--- config.mk ---
export PLATFORM = sky130hd
export DESIGN_NAME = gpm_top
export DESIGN_NICKNAME = d
export VERILOG_FILES = /design/src/inc/gpm_pkg.sv /design/src/rtl/gpm_pin_cell.sv /design/src/rtl/gpm_port_regs.sv /design/src/rtl/gpm_top.sv
export SDC_FILE = /design/constraint.sdc
export NUM_CORES = 1
export LEC_CHECK = 0
export BUFFER_PORTS_ARGS = -buffer_cell sky130_fd_sc_hd__buf_4
export CAP_MARGIN = 20
export CORE_AREA = 2 2 165 167
export DETAILED_ROUTE_END_ITERATION = 8
export DIE_AREA = 0 0 167 169
export GPL_ROUTABILITY_DRIVEN = 1
export PLACE_DENSITY = 0.67
export REMOVE_ABC_BUFFERS = 1
export SYNTH_ARGS = -nofsm -noshare
export SYNTH_HDL_FRONTEND = slang
export SYNTH_SLANG_ARGS = --single-unit
--- constraint.sdc ---
create_clock -name aclk -period 2.67 [get_ports aclk]
set_clock_uncertainty 0.15 [all_clocks]
set_input_delay 0.4005 -clock aclk [delete_from_list [all_inputs] [get_ports aclk]]
set_output_delay 0.4005 -clock aclk [all_outputs]
set_load 0.02 [all_outputs]
--- src/inc/gpm_pkg.sv ---
// Purpose: Constants and types for the pin drive-select and input-gate block
// Assumes: 32-bit register bus, four ports of up to eight pins
// Notes:   Shared by the top, the port register and the pin cell modules
package gpm_pkg;

  localparam int NPORT = 4;
  localparam int NPIN  = 8;
  localparam int AW    = 12;

  localparam logic [3:0][AW-1:0] DS_OFS = {
    12'h0c0, 12'h080, 12'h040, 12'h000};
  localparam logic [3:0][AW-1:0] IG_OFS = {
    12'h0c4, 12'h084, 12'h044, 12'h004};

  localparam logic [3:0][15:0] DS_MASK = {
    16'h3ffc, 16'h03ff, 16'h03ff, 16'h0fff};
  localparam logic [3:0][7:0]  IG_MASK = {
    8'h7e, 8'h1f, 8'h1f, 8'h3f};

  localparam int IG_LSB       = 16;
  localparam int CFG_INIT_BIT = 10;

  localparam logic [15:0] DS_RST_QUASI = 16'hffff;
  localparam logic [15:0] DS_RST_INPUT = 16'h0000;
  localparam logic [7:0]  IG_RST       = 8'h00;

  localparam logic [1:0] RESP_OKAY   = 2'h0;
  localparam logic [1:0] RESP_SLVERR = 2'h2;

  typedef enum logic [1:0] {
    GPM_INPUT,
    GPM_PUSH_PULL,
    GPM_OPEN_DRAIN,
    GPM_QUASI
  } gpm_mode_t;

  typedef struct packed {
    logic [7:0]  input_gate;
    logic [15:0] drive_select;
  } gpm_port_cfg_t;

  typedef struct packed {
    logic [7:0] din;
    logic [7:0] pull_up;
    logic [7:0] oe;
    logic [7:0] o;
  } gpm_pad_t;

endpackage

--- src/rtl/gpm_pin_cell.sv ---
// Purpose: One pin: drive mode decode and digital input gate
// Assumes: Mode field comes from a register, output value from the pin_output_value input
// Notes:   Purely combinational
`timescale 1ns/1ps
`default_nettype none
module gpm_pin_cell
  import gpm_pkg::*;
(
  input  wire logic [1:0] mode,
  input  wire logic       out_value,
  input  wire logic       level,
  input  wire logic       gate,
  output logic            drv_o,
  output logic            drv_oe,
  output logic            pull_up,
  output logic            din
);

  always_comb begin
    drv_o  = 1'b0;
    drv_oe  = 1'b0;
    pull_up = 1'b0;
    case (gpm_mode_t'(mode))
      GPM_PUSH_PULL: begin
        drv_o  = out_value;
        drv_oe = 1'b1;
      end
      GPM_OPEN_DRAIN: begin
        // Only ever pulls low
        drv_oe = ~out_value;
      end
      GPM_QUASI: begin
        drv_o  = out_value;
        drv_oe = 1'b1;
        pull_up = out_value;
      end
      default: begin
        drv_oe = 1'b0;
      end
    endcase
    din = level & ~gate;
  end

endmodule
`default_nettype wire

--- src/rtl/gpm_port_regs.sv ---
// Purpose: Drive-select and input-gate registers of one port
// Assumes: Synchronous active-low reset, byte strobes from the bus
// Notes:   Masks keep unimplemented bits at zero
`timescale 1ns/1ps
`default_nettype none
module gpm_port_regs
  import gpm_pkg::*;
#(
  parameter logic [15:0] DSM = 16'hffff,
  parameter logic [7:0]  IGM = 8'hff
) (
  input  wire logic        aclk,
  input  wire logic        aresetn,
  input  wire logic        init_choice,
  input  wire logic        wr_ds,
  input  wire logic        wr_ig,
  input  wire logic [31:0] wdata,
  input  wire logic [3:0]  wstrb,
  output gpm_port_cfg_t    cfg
);

  gpm_port_cfg_t st_ff;
  gpm_port_cfg_t nxt_st;

  always_comb begin
    nxt_st = st_ff;
    if (!aresetn) begin
      nxt_st.drive_select = (init_choice ? DS_RST_INPUT : DS_RST_QUASI)
                            & DSM;
      nxt_st.input_gate   = IG_RST;
    end else begin
      if (wr_ds) begin
        if (wstrb[0]) nxt_st.drive_select[7:0]  = wdata[7:0] & DSM[7:0];
        if (wstrb[1]) nxt_st.drive_select[15:8] = wdata[15:8] & DSM[15:8];
      end
      if (wr_ig && wstrb[2]) begin
        nxt_st.input_gate = wdata[IG_LSB +: 8] & IGM;
      end
    end
  end

  always_ff @(posedge aclk) begin
    st_ff <= nxt_st;
  end

  assign cfg = st_ff;

endmodule
`default_nettype wire

--- src/rtl/gpm_top.sv ---
// Purpose: Pin drive mode and input gate block with AXI4-Lite slave
// Assumes: Single clock aclk, synchronous active-low aresetn
// Notes:   Unmapped addresses answer SLVERR and read zero
`timescale 1ns/1ps
`default_nettype none
module gpm_top
  import gpm_pkg::*;
(
  input  wire logic                  aclk,
  input  wire logic                  aresetn,
  input  wire logic [31:0]           user_config_word,
  input  wire logic [AW-1:0]         s_axi_awaddr,
  input  wire logic                  s_axi_awvalid,
  output logic                       s_axi_awready,
  input  wire logic [31:0]           s_axi_wdata,
  input  wire logic [3:0]            s_axi_wstrb,
  input  wire logic                  s_axi_wvalid,
  output logic                       s_axi_wready,
  output logic [1:0]                 s_axi_bresp,
  output logic                       s_axi_bvalid,
  input  wire logic                  s_axi_bready,
  input  wire logic [AW-1:0]         s_axi_araddr,
  input  wire logic                  s_axi_arvalid,
  output logic                       s_axi_arready,
  output logic [31:0]                s_axi_rdata,
  output logic [1:0]                 s_axi_rresp,
  output logic                       s_axi_rvalid,
  input  wire logic                  s_axi_rready,
  input  wire logic [3:0][7:0]       pin_level,
  input  wire logic [3:0][7:0]       pin_output_value,
  output gpm_port_cfg_t [NPORT-1:0]  port_cfg,
  output gpm_pad_t      [NPORT-1:0]  pad
);

  typedef struct packed {
    logic          aw_got;
    logic          w_got;
    logic [AW-1:0] waddr;
    logic [31:0]   wdata;
    logic [3:0]    wstrb;
    logic          bvalid;
    logic [1:0]    bresp;
    logic          rvalid;
    logic [1:0]    rresp;
    logic [31:0]   rdata;
  } gpm_bus_st_t;

  gpm_bus_st_t      st_ff;
  gpm_bus_st_t      nxt_st;
  logic             we;
  logic [NPORT-1:0] wr_ds;
  logic [NPORT-1:0] wr_ig;
  logic             wr_hit;
  logic             rd_hit;
  logic [31:0]      rd_data;
  logic             power_on_drive_choice;

  assign power_on_drive_choice = user_config_word[CFG_INIT_BIT];

  assign s_axi_awready = ~st_ff.aw_got & ~st_ff.bvalid;
  assign s_axi_wready  = ~st_ff.w_got & ~st_ff.bvalid;
  assign s_axi_arready = ~st_ff.rvalid;
  assign s_axi_bvalid  = st_ff.bvalid;
  assign s_axi_bresp   = st_ff.bresp;
  assign s_axi_rvalid  = st_ff.rvalid;
  assign s_axi_rresp   = st_ff.rresp;
  assign s_axi_rdata   = st_ff.rdata;

  assign we = st_ff.aw_got & st_ff.w_got & ~st_ff.bvalid;

  // Write decode
  always_comb begin
    wr_ds  = '0;
    wr_ig  = '0;
    wr_hit = 1'b0;
    for (int p = 0; p < NPORT; p++) begin
      if (st_ff.waddr == DS_OFS[p]) begin
        wr_ds[p] = we;
        wr_hit   = 1'b1;
      end else if (st_ff.waddr == IG_OFS[p]) begin
        wr_ig[p] = we;
        wr_hit   = 1'b1;
      end
    end
  end

  // Read decode, reserved bits stay zero
  always_comb begin
    rd_data = '0;
    rd_hit  = 1'b0;
    for (int p = 0; p < NPORT; p++) begin
      if (s_axi_araddr == DS_OFS[p]) begin
        rd_data[15:0] = port_cfg[p].drive_select;
        rd_hit        = 1'b1;
      end else if (s_axi_araddr == IG_OFS[p]) begin
        rd_data[IG_LSB +: 8] = port_cfg[p].input_gate;
        rd_hit               = 1'b1;
      end
    end
  end

  always_comb begin
    nxt_st = st_ff;
    if (!aresetn) begin
      nxt_st = '0;
    end else begin
      if (s_axi_awvalid && s_axi_awready) begin
        nxt_st.aw_got = 1'b1;
        nxt_st.waddr  = {s_axi_awaddr[AW-1:2], 2'h0};
      end
      if (s_axi_wvalid && s_axi_wready) begin
        nxt_st.w_got = 1'b1;
        nxt_st.wdata = s_axi_wdata;
        nxt_st.wstrb = s_axi_wstrb;
      end
      if (we) begin
        nxt_st.aw_got = 1'b0;
        nxt_st.w_got  = 1'b0;
        nxt_st.bvalid = 1'b1;
        nxt_st.bresp  = wr_hit ? RESP_OKAY : RESP_SLVERR;
      end else if (st_ff.bvalid && s_axi_bready) begin
        nxt_st.bvalid = 1'b0;
      end
      if (s_axi_arvalid && s_axi_arready) begin
        nxt_st.rvalid = 1'b1;
        nxt_st.rdata  = rd_data;
        nxt_st.rresp  = rd_hit ? RESP_OKAY : RESP_SLVERR;
      end else if (st_ff.rvalid && s_axi_rready) begin
        nxt_st.rvalid = 1'b0;
      end
    end
  end

  always_ff @(posedge aclk) begin
    st_ff <= nxt_st;
  end

  // Per-port registers and per-pin cells
  for (genvar p = 0; p < NPORT; p++) begin : g_port
    gpm_port_regs #(
      .DSM (DS_MASK[p]),
      .IGM (IG_MASK[p])
    ) u_regs (
      .aclk        (aclk),
      .aresetn     (aresetn),
      .init_choice (power_on_drive_choice),
      .wr_ds       (wr_ds[p]),
      .wr_ig       (wr_ig[p]),
      .wdata       (st_ff.wdata),
      .wstrb       (st_ff.wstrb),
      .cfg         (port_cfg[p])
    );
    for (genvar n = 0; n < NPIN; n++) begin : g_pin
      gpm_pin_cell u_pin (
        .mode      (port_cfg[p].drive_select[2*n +: 2]),
        .out_value (pin_output_value[p][n]),
        .level     (pin_level[p][n]),
        .gate      (port_cfg[p].input_gate[n]),
        .drv_o     (pad[p].o[n]),
        .drv_oe    (pad[p].oe[n]),
        .pull_up   (pad[p].pull_up[n]),
        .din       (pad[p].din[n])
      );
    end
  end
endmodule
`default_nettype wire

==> summary.md, run 1 <==
The logs give 0 for the number of setup violations in the final report and 6 for the number of optimization iterations in the first detailed-route pass. The die boundary height is 169 um, and the slew at the pin with the worst max-slew slack is 0.709 ns. The mapped netlist covers 0.00734 sq mm.

The type of the worst setup path is register to register. The worst register-to-register path has a depth of 5. The worst min-delay path startpoint is s_axi_wstrb[2]. The number of cell rows is 60. The setup slack on the worst flop-to-flop path is 0.27 ns, and the number of standard cells in the final layout excluding fillers is 1,307. The number of global-route vias before repair was 5,011; the last weighted congestion value of the routability-driven placer was 0.790. The total buffers and inverters traversed by the critical path was 1.

In the routed design, unresolved DRC markers number 0. Fill cells in the final layout number 2,710. For this design, the CTS-stage hold fixing added 0 buffers.

Detailed placement ended at an HPWL of 15.7 mm. The final cycle utilization of the critical path works out to 0.897. In this run the remaining antenna-violating nets after routing total 0. Relative to the synthesized area, the layout overhead comes to 24.1%.

The worst reg2reg path startpoint was st_ff[79]. Counting instances, the worst hold path has a depth of 3. The tools report the initial antenna violation count as 0. For the final max-slew violation count, the log shows 0.

The count of buffers added by post-CTS timing repair for setup is 0. The number of buffers added by the clock tree synthesis step came out at 17. The tools report the worst slew slack as a fraction of its limit as 0.527.

The startpoint kind of the worst setup timing path was a register. Measured along the x axis, the die boundary spans 167 um. Share of layout cells above drive strength 1: 0.365. The final layout contains routed wiring with a total length of 20.4 mm. The post-placement setup slack is 0.216 ns, and the clock transition at the registers of the reported paths is 0.06 ns. 428 I/O pins were placed.

The initial cell density of the core is 0.277. In this run the static leakage power is 4.24 nW. CTS root buffer: sky130_fd_sc_hd__clkbuf_16.

For this block, the initial DRC count from the detailed router was 241. Across all hold checks on the routed design, the worst slack comes to 0.0791 ns. The data required time of the worst path was 2.65 ns; the area occupied by registers was 0.00298 sq mm. Slowest stage cell on the critical path: sky130_fd_sc_hd__or4_1.

Synthesis produced 806 cells. The tools report the count of final hold-check violations as 0. No sink is reached through more buffers than the 2 on the longest clock path.

The family of cells with the greatest summed delay on the critical path is simple AND/OR/NAND/NOR gates. The synthesized design contains 44 enable-type register cells. Yosys printed 0 warnings. The mean area per synthesized cell was 9.10 sq um; the total negative slack for setup checks was 0 ns. The detailed router placed 5,488 vias in this run.

Summing all multi-input logic gate instances after layout gives 0.00269 sq mm. The worst path meets setup with 0.274 ns of slack. The total routing resource utilization after global routing is 0.139. The tools report the maximum achievable frequency as 0.417 GHz. Port buffering added 279 buffers.

In the final design database the tool counted 1,116 nets. The number of storage elements in the synthesis netlist was 127. The tools report the die area as 0.0282 sq mm. The count of placed standard cells including taps was 1,275.

Setup repair after global routing left no endpoint under its margin. In the synthesized netlist the dominant register cell turns out to be sky130_fd_sc_hd__dfxtp_1. CTS built an H-tree with a depth of 4.

The path with the worst hold slack has its endpoint at st_ff[40]. For this design the ratio of total power to cell area is 597 mW/mm^2. The element type at the critical path end is a register. The run finished with clean final reports. Subtracting the final worst setup slack from the clock period gives 2.40 ns.

The pin count of the biggest net entering global routing was 66; the count of cells resized by post-cts repair was 0. The endpoint identified for the worst register-to-register timing path is g_port[3].u_regs.cfg[10]. The fraction of synthesis flops using an asynchronous set or reset pin was 0; the number of vias per cell after detailed routing was 4.20.

Across the run, the number of max-cap violations was 0. The run gives 0.407 as the sequential share of the synthesized area. The run gives 0.000386 V as the maximum vdd ir drop.

The insertion delay of the later-clocked pin in the worst-skew pair is 0.42 ns. The peak fanout along the critical path was 4; the utilization after layout was 0.343. TritonCTS built the clock tree. After detailed routing, the average wire length per cell comes to 15.6 um. Type of the most critical hold path: input pin to register.

In this run the number of cells on the critical path is 5. Data arrives at the worst endpoint at 2.38 ns. Summed over all layers, the global routing overflow is 0.

The number of sinks on the clock net was 127. In this design, the stage delay of the slowest critical-path cell is 0.54 ns. After synthesis, the netlist uses 41 different library cells. The tools report the core box area as 0.0265 sq mm. The first global-routing pass estimated 29.7 mm of wire. The repair_antennas step left the layout with diodes totalling 0. Traced cell by cell, the critical path runs through or4_1 -> nor3_1 -> nand3b_1 -> o21ai_0 -> buf_4.
[logic make-up (layout without fill, tap and decap cells)]
group	Yosys count	after routing	share of synthesized area
buffers and inverters	291	379	0.265
flip-flops	127	127	0.407
AO/OA/AOI/OAI	111	111	0.0897
multiplexers	34	34	0.0652
other	1	73	0.000511
AND/OR/NAND/NOR	242	242	0.173
[where the power goes]
| part | switching (W) | leakage (nW) | internal, W |
|---|---|---|---|
| clock | 0.000930 | 0.277 | 0.00131 |
| sequential | 0.000103 | 1.11 | 0.00211 |
| combinational | 0.000577 | 2.85 | 0.000405 |
| total | 0.00161 | 4.24 | 0.00382 |
[state kept, by name, summed over array words and instances, names as in the netlist]
name / count
s_axi_bresp: 1
s_axi_bvalid: 1
st_ff: 36
s_axi_rresp: 1
g_port.u_regs.cfg: 66
s_axi_rdata: 21
s_axi_rvalid: 1
[layout make-up]
class / count / share of cell area
Clock inverter: 15 / 0.0161
Sequential cell: 127 / 0.328
Multi-Input combinational cell: 460 / 0.295
Tap cell: 341 / 0.0469
Inverter: 46 / 0.0190
Clock buffer: 17 / 0.0467
Timing Repair Buffer: 301 / 0.248
[per-stage QoR]
| step | area, sq um | total power, W |
|---|---|---|
| 6_report | 9100 | 0.00543 |
| 5_1_grt | 9100 | 0.00567 |
| 4_1_cts | 9100 | 0.00550 |
| 3_5_place_dp | 8530 | 0.00325 |
| 3_3_place_gp | 8530 | 0.00324 |
| 2_1_floorplan | 5840 | 0.00274 |
[worst max-delay path by stage]
stage          startpoint                  endpoint  slack, ns
6_report        st_ff[79]  g_port[3].u_regs.cfg[10]       0.27
2_1_floorplan   st_ff[79]   g_port[0].u_regs.cfg[0]       0.01
5_1_grt         st_ff[79]  g_port[3].u_regs.cfg[11]       0.03
3_5_place_dp    st_ff[79]  g_port[3].u_regs.cfg[11]       0.22
4_1_cts         st_ff[79]  g_port[3].u_regs.cfg[10]       0.19
3_3_place_gp    st_ff[79]  g_port[3].u_regs.cfg[10]       0.22
[per-layer routing]
layer  vias up  share of wire  track usage
li1       2678              -            -
met1      2558           0.42        0.175
met2       224           0.49        0.228
met3        28          0.069       0.0402
met4         0          0.020       0.0469
met5         -              0            0
[Yosys cell counts (3+ instances only)]
library cell,number,area [sq um]
sky130_fd_sc_hd__buf_4,216,1620
sky130_fd_sc_hd__nand2_1,94,353
sky130_fd_sc_hd__dfxtp_1,83,1660
sky130_fd_sc_hd__a21oi_1,56,280
sky130_fd_sc_hd__inv_1,46,173
sky130_fd_sc_hd__edfxtp_1,44,1320
sky130_fd_sc_hd__nor2_1,35,131
sky130_fd_sc_hd__and2_1,25,156
sky130_fd_sc_hd__nor2b_1,25,156
sky130_fd_sc_hd__and3_1,23,144
sky130_fd_sc_hd__mux2i_1,23,230
sky130_fd_sc_hd__a21o_1,22,165
sky130_fd_sc_hd__clkbuf_1,21,78.8
sky130_fd_sc_hd__o21ai_0,17,85.1
sky130_fd_sc_hd__mux4_2,11,248
sky130_fd_sc_hd__nand3_1,9,45.0
sky130_fd_sc_hd__nand2b_1,5,31.3
sky130_fd_sc_hd__nand4_1,4,25.0
sky130_fd_sc_hd__nor4_4,4,85.1
sky130_fd_sc_hd__o31ai_1,4,30.0
sky130_fd_sc_hd__or4_1,4,30.0
sky130_fd_sc_hd__a211oi_1,3,22.5
sky130_fd_sc_hd__nand3b_1,3,22.5
sky130_fd_sc_hd__nor3_1,3,15.0
[layout by cell type, fill, tap and decap left out, types with 5 or more instances in the layout]
master / Yosys / layout
sky130_fd_sc_hd__edfxtp_1: 44 / 44
sky130_fd_sc_hd__nand2_1: 94 / 94
sky130_fd_sc_hd__nand2b_1: 5 / 5
sky130_fd_sc_hd__o21ai_0: 17 / 15
sky130_fd_sc_hd__clkbuf_16: 0 / 17
sky130_fd_sc_hd__a21o_1: 22 / 22
sky130_fd_sc_hd__nor2_1: 35 / 35
sky130_fd_sc_hd__nor2b_1: 25 / 25
sky130_fd_sc_hd__mux4_2: 11 / 11
sky130_fd_sc_hd__and2_1: 25 / 25
sky130_fd_sc_hd__mux2i_1: 23 / 23
sky130_fd_sc_hd__nand3_1: 9 / 9
sky130_fd_sc_hd__dfxtp_1: 83 / 83
sky130_fd_sc_hd__conb_1: 1 / 73
sky130_fd_sc_hd__and3_1: 23 / 23
sky130_fd_sc_hd__buf_4: 216 / 301
sky130_fd_sc_hd__inv_6: 0 / 9
sky130_fd_sc_hd__inv_1: 46 / 45
sky130_fd_sc_hd__a21oi_1: 56 / 56
[tightest hold or removal path, cell delays in order]
cell	delay [ns]
sky130_fd_sc_hd__buf_4	0.11
sky130_fd_sc_hd__nand2_1	0.05
sky130_fd_sc_hd__a21oi_1	0.05
(Power assumes the default switching activity.)
==> inputs of run 2 (changes only) <==
--- a/config.mk
+++ b/config.mk
@@ -12,7 +12,7 @@
 export DIE_AREA = 0 0 167 169
 export GPL_ROUTABILITY_DRIVEN = 1
 export PLACE_DENSITY = 0.67
-export REMOVE_ABC_BUFFERS = 1
+export SKIP_CTS_REPAIR_TIMING = 1
 export SYNTH_ARGS = -nofsm -noshare
 export SYNTH_HDL_FRONTEND = slang
 export SYNTH_SLANG_ARGS = --single-unit
==> summary.md, run 2 (synthesis gave the netlist of run 1 again) <==
Number of global-route vias before repair: 5,046 (was 5,011). The element type at the critical path end is a register (unchanged). The flip-flop count of the largest register after layout was 66 (unchanged); the number of setup violations in the final report was 0 (unchanged).

The run finished with clean final reports. The wire length per cell after detailed routing was 15.6 um (about the same). The logs give 0.139 (about the same) for the total routing resource utilization after global routing and 0.000348 V (was 0.000386 V) for the maximum vdd ir drop. The number of buffer cells added on primary ports came out at 279 (unchanged). The worst slew slack as a fraction of its limit is 0.549 (was 0.527), and the area used by multi-input combinational logic is 0.00269 sq mm (unchanged). The run gives 0.231 ns (was 0.216 ns) as the post-placement setup slack.

The core box area was 0.0265 sq mm (unchanged); the initial cell density of the core was 0.277 (unchanged). Type of the worst setup path: register to register (unchanged). The tools report the antenna cell count as 0 (unchanged). The tools report the total detailed-routing wirelength as 20.4 mm (about the same).

The count of final hold-check violations was 0 (unchanged). The vias after detailed routing is 5,462 (was 5,488). The worst reg2reg path startpoint is st_ff[79] (unchanged). Pin count of the biggest net entering global routing: 54 (was 66). The type of the most critical hold path is input pin to register (unchanged).

Share of layout cells above drive strength 1: 0.361 (was 0.365). Number of cells traversed by the worst register-to-register path: 5 (unchanged). The tools report the data required time of the worst path as 2.63 ns (was 2.65 ns). For the number of optimization iterations in the first detailed-route pass, the log shows 4 (was 6). The commonest non-fill, non-tap cell in the layout is sky130_fd_sc_hd__buf_4 (unchanged).

For the post-route cell area, the log shows 0.00909 sq mm (was 0.00910 sq mm). The relative area change from synthesis to final layout was 23.9% (was 24.1%); the die width was 167 um (unchanged). The number of fillers in the final layout is 2,735 (was 2,710), and the worst hold-check slack is 0.0770 ns (was 0.0791 ns). The count of max-cap constraint violations was 0 (unchanged). For the utilization after layout, the log shows 0.343 (about the same). The final max-slew violation count came out at 0 (unchanged). The logs give 0.754 (was 0.790) for the last weighted congestion value of the routability-driven placer and 29.8 mm (was 29.7 mm) for the first-pass GRT wire length.

Remaining routing DRC violations: 0 (unchanged). Maximum achievable frequency: 0.416 GHz (was 0.417 GHz). The total negative slack for setup checks was 0 ns (unchanged); the power per unit of standard cell area was 598 mW/mm^2 (was 597 mW/mm^2).

The overflow left after global routing came out at 0 (unchanged). The number of sinks on the clock net is 127 (unchanged). Commonest non-fill, non-tap cells in the layout: 298 x sky130_fd_sc_hd__buf_4, 94 x sky130_fd_sc_hd__nand2_1, 83 x sky130_fd_sc_hd__dfxtp_1 (was 301 x sky130_fd_sc_hd__buf_4, 94 x sky130_fd_sc_hd__nand2_1, 83 x sky130_fd_sc_hd__dfxtp_1). Start point of the critical path: st_ff[79] (unchanged).

For the setup slack on the worst flop-to-flop path, the log shows 0.26 ns (was 0.27 ns). Area occupied by registers: 0.00298 sq mm (unchanged). The run gives 60 (unchanged) as the number of cell rows.

The tools report the terminus of the critical flop-to-flop path as g_port[0].u_regs.cfg[0] (was g_port[3].u_regs.cfg[10]). Placed wire-length estimate after detailed placement: 15.6 mm (was 15.7 mm). Worst setup path endpoint: g_port[0].u_regs.cfg[0] (was g_port[3].u_regs.cfg[10]).

The tools report the maximum number of buffers from clock root to sink as 2 (unchanged). The final cycle utilization of the critical path is 0.901 (was 0.897), and the number of buffers added by the clock tree synthesis step is 17 (unchanged). The die area was 0.0282 sq mm (unchanged); the shortest clock period the worst path allows after layout was 2.41 ns (was 2.40 ns). TritonCTS built the clock tree. The number of I/O pins was 428 (unchanged); the H-tree depth was 4 (unchanged). The worst path arrival time came out at 2.37 ns (was 2.38 ns). The die boundary height was 169 um (unchanged). The tools report the startpoint kind of the worst setup timing path as a register (unchanged).

The tools report the final-stage net count as 1,114 (was 1,116). Setup repair after global routing left no endpoint under its margin. The slew at the pin with the worst max-slew slack was 0.672 ns (was 0.709 ns).

The tools report the CTS root buffer as sky130_fd_sc_hd__clkbuf_16 (unchanged). The clock transition at the registers of the reported paths is 0.06 ns (about the same), and the DRC marker count from the first detailed-route iteration is 262 (was 241). The tools report the initial antenna violation count as 0 (unchanged).

The number of vias per cell after detailed routing is 4.19 (was 4.20). The post-place instance area is 0.00853 sq mm (about the same), and the insertion delay of the later-clocked pin in the worst-skew pair is 0.42 ns (about the same). Leakage power of the design: 4.23 nW (was 4.24 nW).

The run gives 0 (unchanged) as the number of antenna-violating nets in the routed design. The peak fanout along the critical path was 8 (was 4). The worst-case setup margin in the final layout came out at 0.264 ns (was 0.274 ns).
==> run 2: cell types whose count changed in the layout (fill, tap and decap cells not counted), sizes merged <==
cell | before | now
clkbuf | 17 | 23
buf | 301 | 299
inv | 55 | 48
clkinvlp | 2 | 1
clkinv | 3 | 5
==> run 2: where the power goes <==
| group | leakage [nW] | total [W] | internal, W | switching, W |
|---|---|---|---|---|
| clock network | 0.278 | 0.00223 | 0.00135 | 0.000878 |
| logic | 2.84 | 0.000992 | 0.000407 | 0.000586 |
| registers | 1.11 | 0.00221 | 0.00211 | 0.0000987 |
| total | 4.23 | 0.00543 | 0.00387 | 0.00156 |
==> run 2: area by class of cell <==
| class | count | area share |
|---|---|---|
| sequential | 127 | 0.328 |
| multi-input combinational | 460 | 0.296 |
| timing repair buffer | 299 | 0.248 |
| clock buffer | 23 | 0.0526 |
| tap | 341 | 0.0470 |
| inverter | 46 | 0.0190 |
| clock inverter | 9 | 0.00909 |
==> run 2: routing by layer <==
metal	vias to the layer above	routed length, um	GRT usage
met2	196	10000	0.232
met5	-	0	0
met1	2567	9100	0.181
met3	16	1060	0.0299
met4	0	228	0.0416
li1	2683	-	-
==> run 2: stage by stage <==
| step | power, W | cells |
|---|---|---|
| final | 0.00543 | 1305 |
| after detailed placement | 0.00326 | 1273 |
| after global placement | 0.00324 | 1273 |
| after floorplan | 0.00300 | 878 |
| after CTS | 0.00550 | 1305 |
| after global routing | 0.00566 | 1305 |
==> run 2: worst max-delay path, stage by stage (launching register included) <==
cell	delay, ns
sky130_fd_sc_hd__dfxtp_1	0.30
sky130_fd_sc_hd__or4_1	0.55
sky130_fd_sc_hd__nor3_1	0.40
sky130_fd_sc_hd__nand3b_1	0.25
sky130_fd_sc_hd__o31ai_2	0.22
sky130_fd_sc_hd__buf_4	0.23
==> run 2: worst min path at each step <==
stage,startpoint,to,cells past startpoint
after global placement,s_axi_rdata[16],s_axi_rdata[16],2
after CTS,s_axi_wstrb[1],st_ff[39],3
final,s_axi_wstrb[1],st_ff[39],3
after floorplan,s_axi_rdata[16],s_axi_rdata[16],2
after global routing,s_axi_wdata[21],st_ff[63],3
after detailed placement,s_axi_rdata[16],s_axi_rdata[16],2
